[src/hw/cdbu_pkg.sv]
package cdbu_pkg;
  // ==========================================================
  // Sizes
  localparam int          NUM_BP       = 4;
  localparam int          NUM_THREADS  = 8;
  localparam int          NUM_SCRATCH  = 8;
  localparam int          NUM_EVT      = 5;
  localparam int          ADDR_W       = 12;
  // ==========================================================
  // Register indices, byte address is four times the index
  localparam logic [7:0]  IDX_SSR      = 8'h10;
  localparam logic [7:0]  IDX_SPC      = 8'h11;
  localparam logic [7:0]  IDX_SSP      = 8'h12;
  localparam logic [7:0]  IDX_GR_THR   = 8'h13;
  localparam logic [7:0]  IDX_GR_REG   = 8'h14;
  localparam logic [7:0]  IDX_CAUSE    = 8'h15;
  localparam logic [7:0]  IDX_PAYLOAD  = 8'h16;
  localparam logic [7:0]  IDX_STOP     = 8'h18;
  localparam logic [7:0]  IDX_SCRATCH  = 8'h20;
  localparam logic [7:0]  IDX_BP_ADDR  = 8'h30;
  localparam logic [7:0]  IDX_BP_CTRL  = 8'h40;
  localparam logic [7:0]  IDX_EVT_STAT = 8'ha0;
  localparam logic [7:0]  IDX_EVT_CLR  = 8'ha1;
  localparam logic [7:0]  IDX_EVT_EN   = 8'ha2;
  // ==========================================================
  // Field layouts
  localparam logic [31:0] SSR_WR_MASK  = 32'h0000_06df;
  localparam int          SSR_ISS_CUR  = 8;
  localparam int          SSR_ISS_KERN = 9;
  localparam logic [31:0] GR_THR_MASK  = 32'h0000_00ff;
  localparam logic [31:0] GR_REG_MASK  = 32'h0000_001f;
  localparam logic [31:0] CAUSE_MASK   = 32'h0003_ff07;
  localparam logic [31:0] STOP_MASK    = 32'h0000_00ff;
  localparam logic [31:0] BP_CTRL_MASK = 32'h00ff_0003;
  localparam logic [31:0] EVT_MASK     = 32'h0000_001f;
  localparam int          BP_EN_BIT    = 0;
  localparam int          BP_NE_BIT    = 1;
  localparam int          BP_THR_LSB   = 16;
  localparam logic [31:0] RST_ZERO     = 32'h0000_0000;
  // ==========================================================
  // Cause codes and event bits
  localparam logic [2:0]  CAUSE_HOST   = 3'h1;
  localparam logic [2:0]  CAUSE_DEBUG_CALL_INSTR  = 3'h2;
  localparam logic [2:0]  CAUSE_IBREAK = 3'h3;
  localparam logic [2:0]  CAUSE_DWATCH = 3'h4;
  localparam logic [2:0]  CAUSE_RWATCH = 3'h5;
  localparam int          EVT_HOST     = 0;
  localparam int          EVT_DEBUG_CALL_INSTR    = 1;
  localparam int          EVT_IBREAK   = 2;
  localparam int          EVT_DWATCH   = 3;
  localparam int          EVT_RWATCH   = 4;
  // ==========================================================
  // Carriers
  typedef struct packed {
    logic [31:0] status;
    logic [31:0] pc;
    logic [31:0] sp;
  } cdbu_entry_t;
  typedef struct packed {
    logic [7:0]  thread;
    logic [1:0]  index;
    logic [31:0] data;
  } cdbu_watch_t;
endpackage

[src/hw/cdbu_top.sv]
// The APB interface to the registers is this design's own decision.
`timescale 1ns/1ps
module cdbu_top
  import cdbu_pkg::*;
#(
  parameter int N_BP      = NUM_BP,
  parameter int N_THREADS = NUM_THREADS
) (
  input  wire logic                         clk,
  input  wire logic                         resetn,
  input  wire logic                         psel,
  input  wire logic                         penable,
  input  wire logic                         pwrite,
  input  wire logic [ADDR_W-1:0]            paddr,
  input  wire logic [31:0]                  pwdata,
  input  wire logic [3:0]                   pstrb,
  output logic      [31:0]                  prdata,
  output logic                              pready,
  output logic                              pslverr,
  input  wire logic                         entry_valid,
  input  wire cdbu_entry_t                  entry,
  input  wire logic                         cur_issue_mode,
  input  wire logic                         debug_mode,
  input  wire logic                         host_req,
  input  wire logic                         debug_call_instr_req,
  input  wire logic [7:0]                   debug_call_instr_thread,
  input  wire logic                         dwatch_hit,
  input  wire cdbu_watch_t                  dwatch,
  input  wire logic                         rwatch_hit,
  input  wire cdbu_watch_t                  rwatch,
  input  wire logic                         issue_valid,
  input  wire logic [$clog2(N_THREADS)-1:0] issue_thread,
  input  wire logic [31:0]                  issue_pc,
  input  wire logic                         cfg_sel,
  input  wire logic                         cfg_write,
  input  wire logic [2:0]                   cfg_idx,
  input  wire logic [31:0]                  cfg_wdata,
  output logic      [31:0]                  cfg_rdata,
  output logic                              dbg_int_req,
  output logic      [7:0]                   thread_stop,
  output logic                              kernel_issue_mode,
  output logic      [7:0]                   getreg_thread,
  output logic      [4:0]                   getreg_index,
  output logic                              irq
);
  // ==========================================================
  // Elaboration checks
  if (N_BP < 1 || N_BP > 4) begin : g_bp_chk
    $error("N_BP must be 1 to 4");
  end
  if (N_THREADS < 2 || N_THREADS > 8) begin : g_thr_chk
    $error("N_THREADS must be 2 to 8");
  end

  // ==========================================================
  // Registers
  logic [31:0]  ssr_reg;
  logic [31:0]  spc_reg;
  logic [31:0]  ssp_reg;
  logic [31:0]  gr_thr_reg;
  logic [31:0]  gr_reg_reg;
  logic [31:0]  cause_reg;
  logic [31:0]  payload_reg;
  logic [31:0]  stop_reg;
  logic [31:0]  scratch_reg [NUM_SCRATCH];
  logic [31:0]  bp_addr_reg [N_BP];
  logic [31:0]  bp_ctrl_reg [N_BP];
  logic [31:0]  evt_stat_reg;
  logic [31:0]  evt_en_reg;
  logic [31:0]  prdata_reg;
  logic [31:0]  cfg_rdata_reg;
  logic         dbg_int_reg;
  logic [7:0]   stop_out_reg;

  // ==========================================================
  // APB decode
  logic [7:0]   idx;
  logic         addr_ok;
  logic         acc;
  logic         wr;
  logic         mapped;
  logic         h_scr;
  logic         h_bpa;
  logic         h_bpc;
  logic [31:0]  bmask;
  logic [31:0]  rd_mux;

  assign idx     = paddr[9:2];
  assign addr_ok = (paddr[ADDR_W-1:10] == '0) && (paddr[1:0] == 2'b00);
  assign acc     = psel && penable;
  assign h_scr   = idx[7:3] == IDX_SCRATCH[7:3];
  assign h_bpa   = (idx[7:2] == IDX_BP_ADDR[7:2]) && (32'(idx[1:0]) < N_BP);
  assign h_bpc   = (idx[7:2] == IDX_BP_CTRL[7:2]) && (32'(idx[1:0]) < N_BP);
  assign bmask   = {{8{pstrb[3]}}, {8{pstrb[2]}}, {8{pstrb[1]}}, {8{pstrb[0]}}};

  always_comb begin
    mapped = h_scr || h_bpa || h_bpc;
    case (idx)
      IDX_SSR, IDX_SPC, IDX_SSP, IDX_GR_THR, IDX_GR_REG, IDX_CAUSE,
      IDX_PAYLOAD, IDX_STOP, IDX_EVT_STAT, IDX_EVT_CLR,
      IDX_EVT_EN: mapped = 1'b1;
      default:    ;
    endcase
    mapped = mapped && addr_ok;
  end

  assign wr = acc && pwrite && mapped;

  // Byte lanes and field mask both gate a write
  function automatic logic [31:0] upd(input logic [31:0] old, input logic [31:0] keep);
    upd = (old & ~(bmask & keep)) | (pwdata & bmask & keep);
  endfunction

  function automatic logic [31:0] mk_cause(input logic [2:0] code, input logic [7:0] thr,
                                           input logic [1:0] ix);
    mk_cause = {14'h0000, ix, thr, 5'h00, code};
  endfunction

  always_comb begin
    rd_mux = RST_ZERO;
    if (h_scr) begin
      rd_mux = scratch_reg[idx[2:0]];
    end else if (h_bpa) begin
      rd_mux = bp_addr_reg[idx[1:0]];
    end else if (h_bpc) begin
      rd_mux = bp_ctrl_reg[idx[1:0]];
    end else begin
      case (idx)
        IDX_SSR:      rd_mux = (ssr_reg & SSR_WR_MASK) | (32'(cur_issue_mode) << SSR_ISS_CUR);
        IDX_SPC:      rd_mux = spc_reg;
        IDX_SSP:      rd_mux = ssp_reg;
        IDX_GR_THR:   rd_mux = gr_thr_reg;
        IDX_GR_REG:   rd_mux = gr_reg_reg;
        IDX_CAUSE:    rd_mux = cause_reg;
        IDX_PAYLOAD:  rd_mux = payload_reg;
        IDX_STOP:     rd_mux = stop_reg;
        IDX_EVT_STAT: rd_mux = evt_stat_reg;
        IDX_EVT_EN:   rd_mux = evt_en_reg;
        default:      rd_mux = RST_ZERO;
      endcase
    end
    if (!addr_ok) begin
      rd_mux = RST_ZERO;
    end
  end

  // Read data is caught in the setup cycle so the access needs no wait state
  always_ff @(posedge clk or negedge resetn) begin
    if (!resetn) begin
      prdata_reg <= RST_ZERO;
    end else if (psel && !penable && !pwrite) begin
      prdata_reg <= rd_mux;
    end
  end

  assign prdata  = prdata_reg;
  assign pready  = 1'b1;
  assign pslverr = acc && !mapped;

  // ==========================================================
  // Breakpoint match
  logic [N_BP-1:0] bp_hit;
  logic [1:0]      bp_low;
  logic            ev_bp;

  for (genvar i = 0; i < N_BP; i++) begin : g_bp
    logic same;
    assign same = issue_pc == bp_addr_reg[i];
    assign bp_hit[i] = issue_valid && !debug_mode
                     && bp_ctrl_reg[i][BP_EN_BIT]
                     && bp_ctrl_reg[i][BP_THR_LSB + 32'(issue_thread)]
                     && (bp_ctrl_reg[i][BP_NE_BIT] ? !same : same);
    always_ff @(posedge clk or negedge resetn) begin
      if (!resetn) begin
        bp_addr_reg[i] <= RST_ZERO;
        bp_ctrl_reg[i] <= RST_ZERO;
      end else if (wr && h_bpa && idx[1:0] == 2'(i)) begin
        bp_addr_reg[i] <= upd(bp_addr_reg[i], 32'hffff_ffff);
      end else if (wr && h_bpc && idx[1:0] == 2'(i)) begin
        bp_ctrl_reg[i] <= upd(bp_ctrl_reg[i], BP_CTRL_MASK);
      end
    end
  end

  always_comb begin
    bp_low = 2'b00;
    for (int j = N_BP - 1; j >= 0; j--) begin
      if (bp_hit[j]) begin
        bp_low = 2'(j);
      end
    end
  end

  assign ev_bp = |bp_hit;

  // ==========================================================
  // Debug entry capture
  always_ff @(posedge clk or negedge resetn) begin
    if (!resetn) begin
      ssr_reg <= RST_ZERO;
      spc_reg <= RST_ZERO;
      ssp_reg <= RST_ZERO;
    end else if (entry_valid) begin
      ssr_reg <= entry.status & SSR_WR_MASK;
      spc_reg <= entry.pc;
      ssp_reg <= entry.sp;
    end else if (wr) begin
      if (idx == IDX_SSR) begin
        ssr_reg <= upd(ssr_reg, SSR_WR_MASK);
      end
      if (idx == IDX_SPC) begin
        spc_reg <= upd(spc_reg, 32'hffff_ffff);
      end
      if (idx == IDX_SSP) begin
        ssp_reg <= upd(ssp_reg, 32'hffff_ffff);
      end
    end
  end

  assign kernel_issue_mode = ssr_reg[SSR_ISS_KERN];

  // ==========================================================
  // Get-register operands and stop vector
  always_ff @(posedge clk or negedge resetn) begin
    if (!resetn) begin
      gr_thr_reg <= RST_ZERO;
      gr_reg_reg <= RST_ZERO;
      stop_reg   <= RST_ZERO;
    end else if (wr) begin
      if (idx == IDX_GR_THR) begin
        gr_thr_reg <= upd(gr_thr_reg, GR_THR_MASK);
      end
      if (idx == IDX_GR_REG) begin
        gr_reg_reg <= upd(gr_reg_reg, GR_REG_MASK);
      end
      if (idx == IDX_STOP) begin
        stop_reg <= upd(stop_reg, STOP_MASK);
      end
    end
  end

  assign getreg_thread = gr_thr_reg[7:0];
  assign getreg_index  = gr_reg_reg[4:0];

  // Stop is released while in debug mode so the handler itself can run
  always_ff @(posedge clk or negedge resetn) begin
    if (!resetn) begin
      stop_out_reg <= 8'h00;
    end else begin
      stop_out_reg <= debug_mode ? 8'h00 : stop_reg[7:0];
    end
  end

  assign thread_stop = stop_out_reg;

  // ==========================================================
  // Cause, thread, index and payload recording
  logic [NUM_EVT-1:0] ev_vec;
  logic               ev_any;

  assign ev_vec = {rwatch_hit, dwatch_hit, ev_bp, debug_call_instr_req, host_req};
  assign ev_any = |ev_vec;

  // One cause per cycle: breakpoint, data, resource, call, host
  always_ff @(posedge clk or negedge resetn) begin
    if (!resetn) begin
      cause_reg <= RST_ZERO;
    end else if (ev_bp) begin
      cause_reg <= mk_cause(CAUSE_IBREAK, 8'(issue_thread), bp_low);
    end else if (dwatch_hit) begin
      cause_reg <= mk_cause(CAUSE_DWATCH, dwatch.thread, dwatch.index);
    end else if (rwatch_hit) begin
      cause_reg <= mk_cause(CAUSE_RWATCH, rwatch.thread, rwatch.index);
    end else if (debug_call_instr_req) begin
      cause_reg <= mk_cause(CAUSE_DEBUG_CALL_INSTR, debug_call_instr_thread, 2'b00);
    end else if (host_req) begin
      cause_reg <= mk_cause(CAUSE_HOST, 8'h00, 2'b00);
    end else if (wr && idx == IDX_CAUSE) begin
      cause_reg <= upd(cause_reg, CAUSE_MASK);
    end
  end

  always_ff @(posedge clk or negedge resetn) begin
    if (!resetn) begin
      payload_reg <= RST_ZERO;
    end else if (!ev_bp && dwatch_hit) begin
      payload_reg <= dwatch.data;
    end else if (!ev_bp && rwatch_hit) begin
      payload_reg <= rwatch.data;
    end else if (wr && idx == IDX_PAYLOAD) begin
      payload_reg <= upd(payload_reg, 32'hffff_ffff);
    end
  end

  always_ff @(posedge clk or negedge resetn) begin
    if (!resetn) begin
      dbg_int_reg <= 1'b0;
    end else begin
      dbg_int_reg <= ev_any;
    end
  end

  assign dbg_int_req = dbg_int_reg;

  // ==========================================================
  // Scratch words, APB wins over the configuration path
  for (genvar k = 0; k < NUM_SCRATCH; k++) begin : g_scr
    always_ff @(posedge clk or negedge resetn) begin
      if (!resetn) begin
        scratch_reg[k] <= RST_ZERO;
      end else if (wr && h_scr && idx[2:0] == 3'(k)) begin
        scratch_reg[k] <= upd(scratch_reg[k], 32'hffff_ffff);
      end else if (cfg_sel && cfg_write && cfg_idx == 3'(k)) begin
        scratch_reg[k] <= cfg_wdata;
      end
    end
  end

  always_ff @(posedge clk or negedge resetn) begin
    if (!resetn) begin
      cfg_rdata_reg <= RST_ZERO;
    end else if (cfg_sel && !cfg_write) begin
      cfg_rdata_reg <= scratch_reg[cfg_idx];
    end
  end

  assign cfg_rdata = cfg_rdata_reg;

  // ==========================================================
  // Event status, set wins over clear
  always_ff @(posedge clk or negedge resetn) begin
    if (!resetn) begin
      evt_stat_reg <= RST_ZERO;
      evt_en_reg   <= RST_ZERO;
    end else begin
      if (wr && idx == IDX_EVT_CLR) begin
        evt_stat_reg <= (evt_stat_reg & ~(pwdata & bmask & EVT_MASK)) | 32'(ev_vec);
      end else begin
        evt_stat_reg <= evt_stat_reg | 32'(ev_vec);
      end
      if (wr && idx == IDX_EVT_EN) begin
        evt_en_reg <= upd(evt_en_reg, EVT_MASK);
      end
    end
  end

  assign irq = |(evt_stat_reg & evt_en_reg);
endmodule

[config.mk]
export PLATFORM = sky130hd
export DESIGN_NAME = cdbu_top
export DESIGN_NICKNAME = d
export VERILOG_FILES = /design/src/hw/cdbu_pkg.sv /design/src/hw/cdbu_top.sv
export SDC_FILE = /design/constraint.sdc
export NUM_CORES = 2
export LEC_CHECK = 0
export BUFFER_PORTS_ARGS = -buffer_cell sky130_fd_sc_hd__buf_2
export CORE_AREA = 2 2 273 275
export DETAILED_ROUTE_END_ITERATION = 8
export DIE_AREA = 0 0 275 277
export HOLD_SLACK_MARGIN = 0.03
export PLACE_DENSITY = 0.68
export RECOVER_POWER = 25
export SLEW_MARGIN = 20
export SYNTH_ARGS = -nofsm -noshare
export SYNTH_HDL_FRONTEND = slang
export SYNTH_SLANG_ARGS = --single-unit
[constraint.sdc]
create_clock -name clk -period 2.7 [get_ports clk]
set_input_delay 0 -clock clk [delete_from_list [all_inputs] [get_ports clk]]
set_output_delay 0 -clock clk [all_outputs]
set_load 0.01 [all_outputs]
==> qor.csv <==
metric,value,unit
slowest_delay,0.41,ns
dp_hpwl,99.2,mm
tritoncts,yes,
worstMarginPinSlew,1.36,ns
criticalPathCategory,reg2reg,
drt-total-wl,142,mm
drv_slew,0,
clk_path_buf_depth,3,
initial_core_util,48.4,%
placed_area,40600,µm²
ys_top_cells_by_count,"dfrtp_1 (646), nor2_1 (376), nand2_1 (262), mux2_2 (223), clkbuf_1 (197)",
startpoint_type,register,
synth_cell_types,64,
drc,0,
worst_slack,-0.272,ns
vias,33200,
power.leakage,20.2,nW
hold_viol,0,
crit_family,simple AND/OR/NAND/NOR gates,
ys_warn_count,0,
yosysSeqAreaShare,45.4,%
reg2reg_depth,12,
hold_start,cfg_idx[2],
stdcell_area,46200,µm²
pwr_density_cell,584,nW/µm²
clkSlewWorstSetupHoldPaths,0.06,ns
dieArea,76200,µm²
via_per_inst,6.45,
clock_sinks,646,
r2r-start,bp_addr_reg[9],
cts_made_buffers,72,
synth_top_area_share,45.4,%
wl_per_cell,27.5,µm
fin_crit_sh,110,%
endpoint_kind,register,
grt_pass1_wl,209,mm
synth-edff-count,0,
netlist_instances,3319,
port_buffers,386,
path_cells,xor2_1 > nor4_2 > buf_4 > nand4_1 > or3_4 > a211oi_4 > a2111oi_4 > buf_12 > buf_12 > buf_4 > a31oi_1 > a41oi_2,
fmax,0.336,GHz
async_flop_share,100,%
syn_area_per_cell,10.7,µm²
htree_num_levels,3,
drt_iter0_drc,4046,
core,73600,µm²
min_path_type,in2reg,
setup_viol_count_final,45,
grt_overflow,0,
critPathSlowestCell,or3_4,
syn2layout_area_growth,29.6,%
outcome,"finished, violations left",
grt_max_degree,79,
finClkSkew,0.0251,ns
path_buf_inv,4,
synth_area_leaders,"dfrtp_1 (45%), mux4_2 (11%), mux2_2 (7.0%), nor2_1 (4.0%), o22a_1 (3.1%)",
grt_use_total,36.6,%
maxSlewHeadroom,9.17,%
hold_depth,4,
synth.most_common_cell,dfrtp_1,
ys.flop_type,dfrtp_1,
grt_pass1_vias,33500,
clk-insertion-delay-late,0.63,ns
syn_area,35600,µm²
instances_no_fill,5155,
critical_path_cell_count,12,
critPathRequiredTime,3.20,ns
io-pin-count,411,
place_congestion,1.02,
ant_nets,0,
antenna_found_initial,23,
nets,4437,
rows,100,
drive_above_1_share,29.1,%
period_needed,2.97,ns
cap_violations,0,
rrSetupSlack,-0.27,ns
largest_reg_flops,256,
violations,setup timing,
first_pass_iters,6,
rsz0062_at_grt,yes,
syn-num-nets,3640,
peakVddDrop,453,µV
worst_ep_arrival_time,3.47,ns
synth_seq_cells,646,
hold_end,cfg_rdata[23],
die_w,275,µm
whs,0.0711,ns
clockRootBuffer,clkbuf_16,
die_y,277,µm
dp_cells,4711,
yosysTopAreaCell,dfrtp_1,
r2r-end,payload_reg[2],
worstPathMaxFanout,30,
-- cell families after synthesis --
group                     after synthesis  synth area share (%)
buffers and inverters                 307                  3.46
and+or+nand+nor                       865                  10.6
AOI/OAI and AO/OA                     896                  17.1
xor gates and xnor gates              129                  3.17
DFF                                   646                  45.4
other                                   1                0.0105
muxes                                 475                  20.3
-- area by class of cell --
type / count / area (µm²)
Tap cell: 969 / 1210
Inverter: 19 / 71.3
Sequential cell: 646 / 16200
Timing Repair Buffer: 1011 / 7760
Multi-Input combinational cell: 2366 / 18600
Clock inverter: 19 / 116
Antenna cell: 15 / 37.5
Fill cell: 5878 / 27400
Clock buffer: 110 / 2220
-- worst max-delay path by stage --
stage               startpoint              to  slack (ns)
2_1_floorplan  bp_addr_reg[61]    cause_reg[0]        0.19
3_3_place_gp   bp_addr_reg[64]  payload_reg[4]       -0.50
3_5_place_dp   bp_addr_reg[64]  payload_reg[4]       -0.58
4_1_cts        bp_addr_reg[95]    cause_reg[8]       -0.23
5_1_grt         bp_addr_reg[9]  payload_reg[2]       -0.33
6_report        bp_addr_reg[9]  payload_reg[2]       -0.27
-- through the flow --
step	worst slack, ns	setup TNS (ns)	util, %	power, mW
final	-0.272	-8.71	62.8	27.0
after detailed placement	-0.578	-21.40	55.2	16.7
after global placement	-0.497	-17.86	55.2	16.6
after global routing	-0.329	-10.63	62.8	27.9
after CTS	-0.227	-7.08	62.8	26.9
after floorplan	0.188	0	-	14.6
-- repair_timing --
item | in CTS | in global routing
resized for setup | 40 | 22
setup buffers | 1 | 1
hold buffers | 296 | 2
endpoints found under the hold margin | 1087 | 1
setup endpoints to repair | 47 | 63
pin swaps | 8 | 2
-- worst min-delay path, delay by kind of cell --
kind / cells / cell delay (ns)
AO/OA/AOI/OAI: 1 / 0.08
buffers and inverters: 2 / 0.39
multiplexers: 1 / 0.16
-- where the power goes --
| part | switching, mW | internal (mW) | leakage [nW] |
|---|---|---|---|
| clock | 4.23 | 5.67 | 1.17 |
| combinational | 2.67 | 2.56 | 10.9 |
| sequential | 0.953 | 10.9 | 8.09 |
| total | 7.86 | 19.1 | 20.2 |
-- routing by layer --
layer  wire (µm)  vias to the layer above  track usage [%]
met1       53800                    16600             48.7
met3       15600                      479             8.25
li1            -                    14000                -
met2       64900                     2218             56.5
met5          73                        -                0
met4        7560                       12             17.9
-- layout by cell type, fill, tap and decap left out, types with 108 or more instances in the layout --
cell type      instances
o21a_1               129
a21oi_1              132
nor2_1               372
buf_4                278
clkbuf_1             108
o22a_1               128
dfrtp_1              646
mux2_2               223
dlygate4sd3_1        298
o22ai_1              129
mux4_2               175
nand2_1              262
buf_2                294
o21ai_0              149
(Power assumes the default switching activity.)
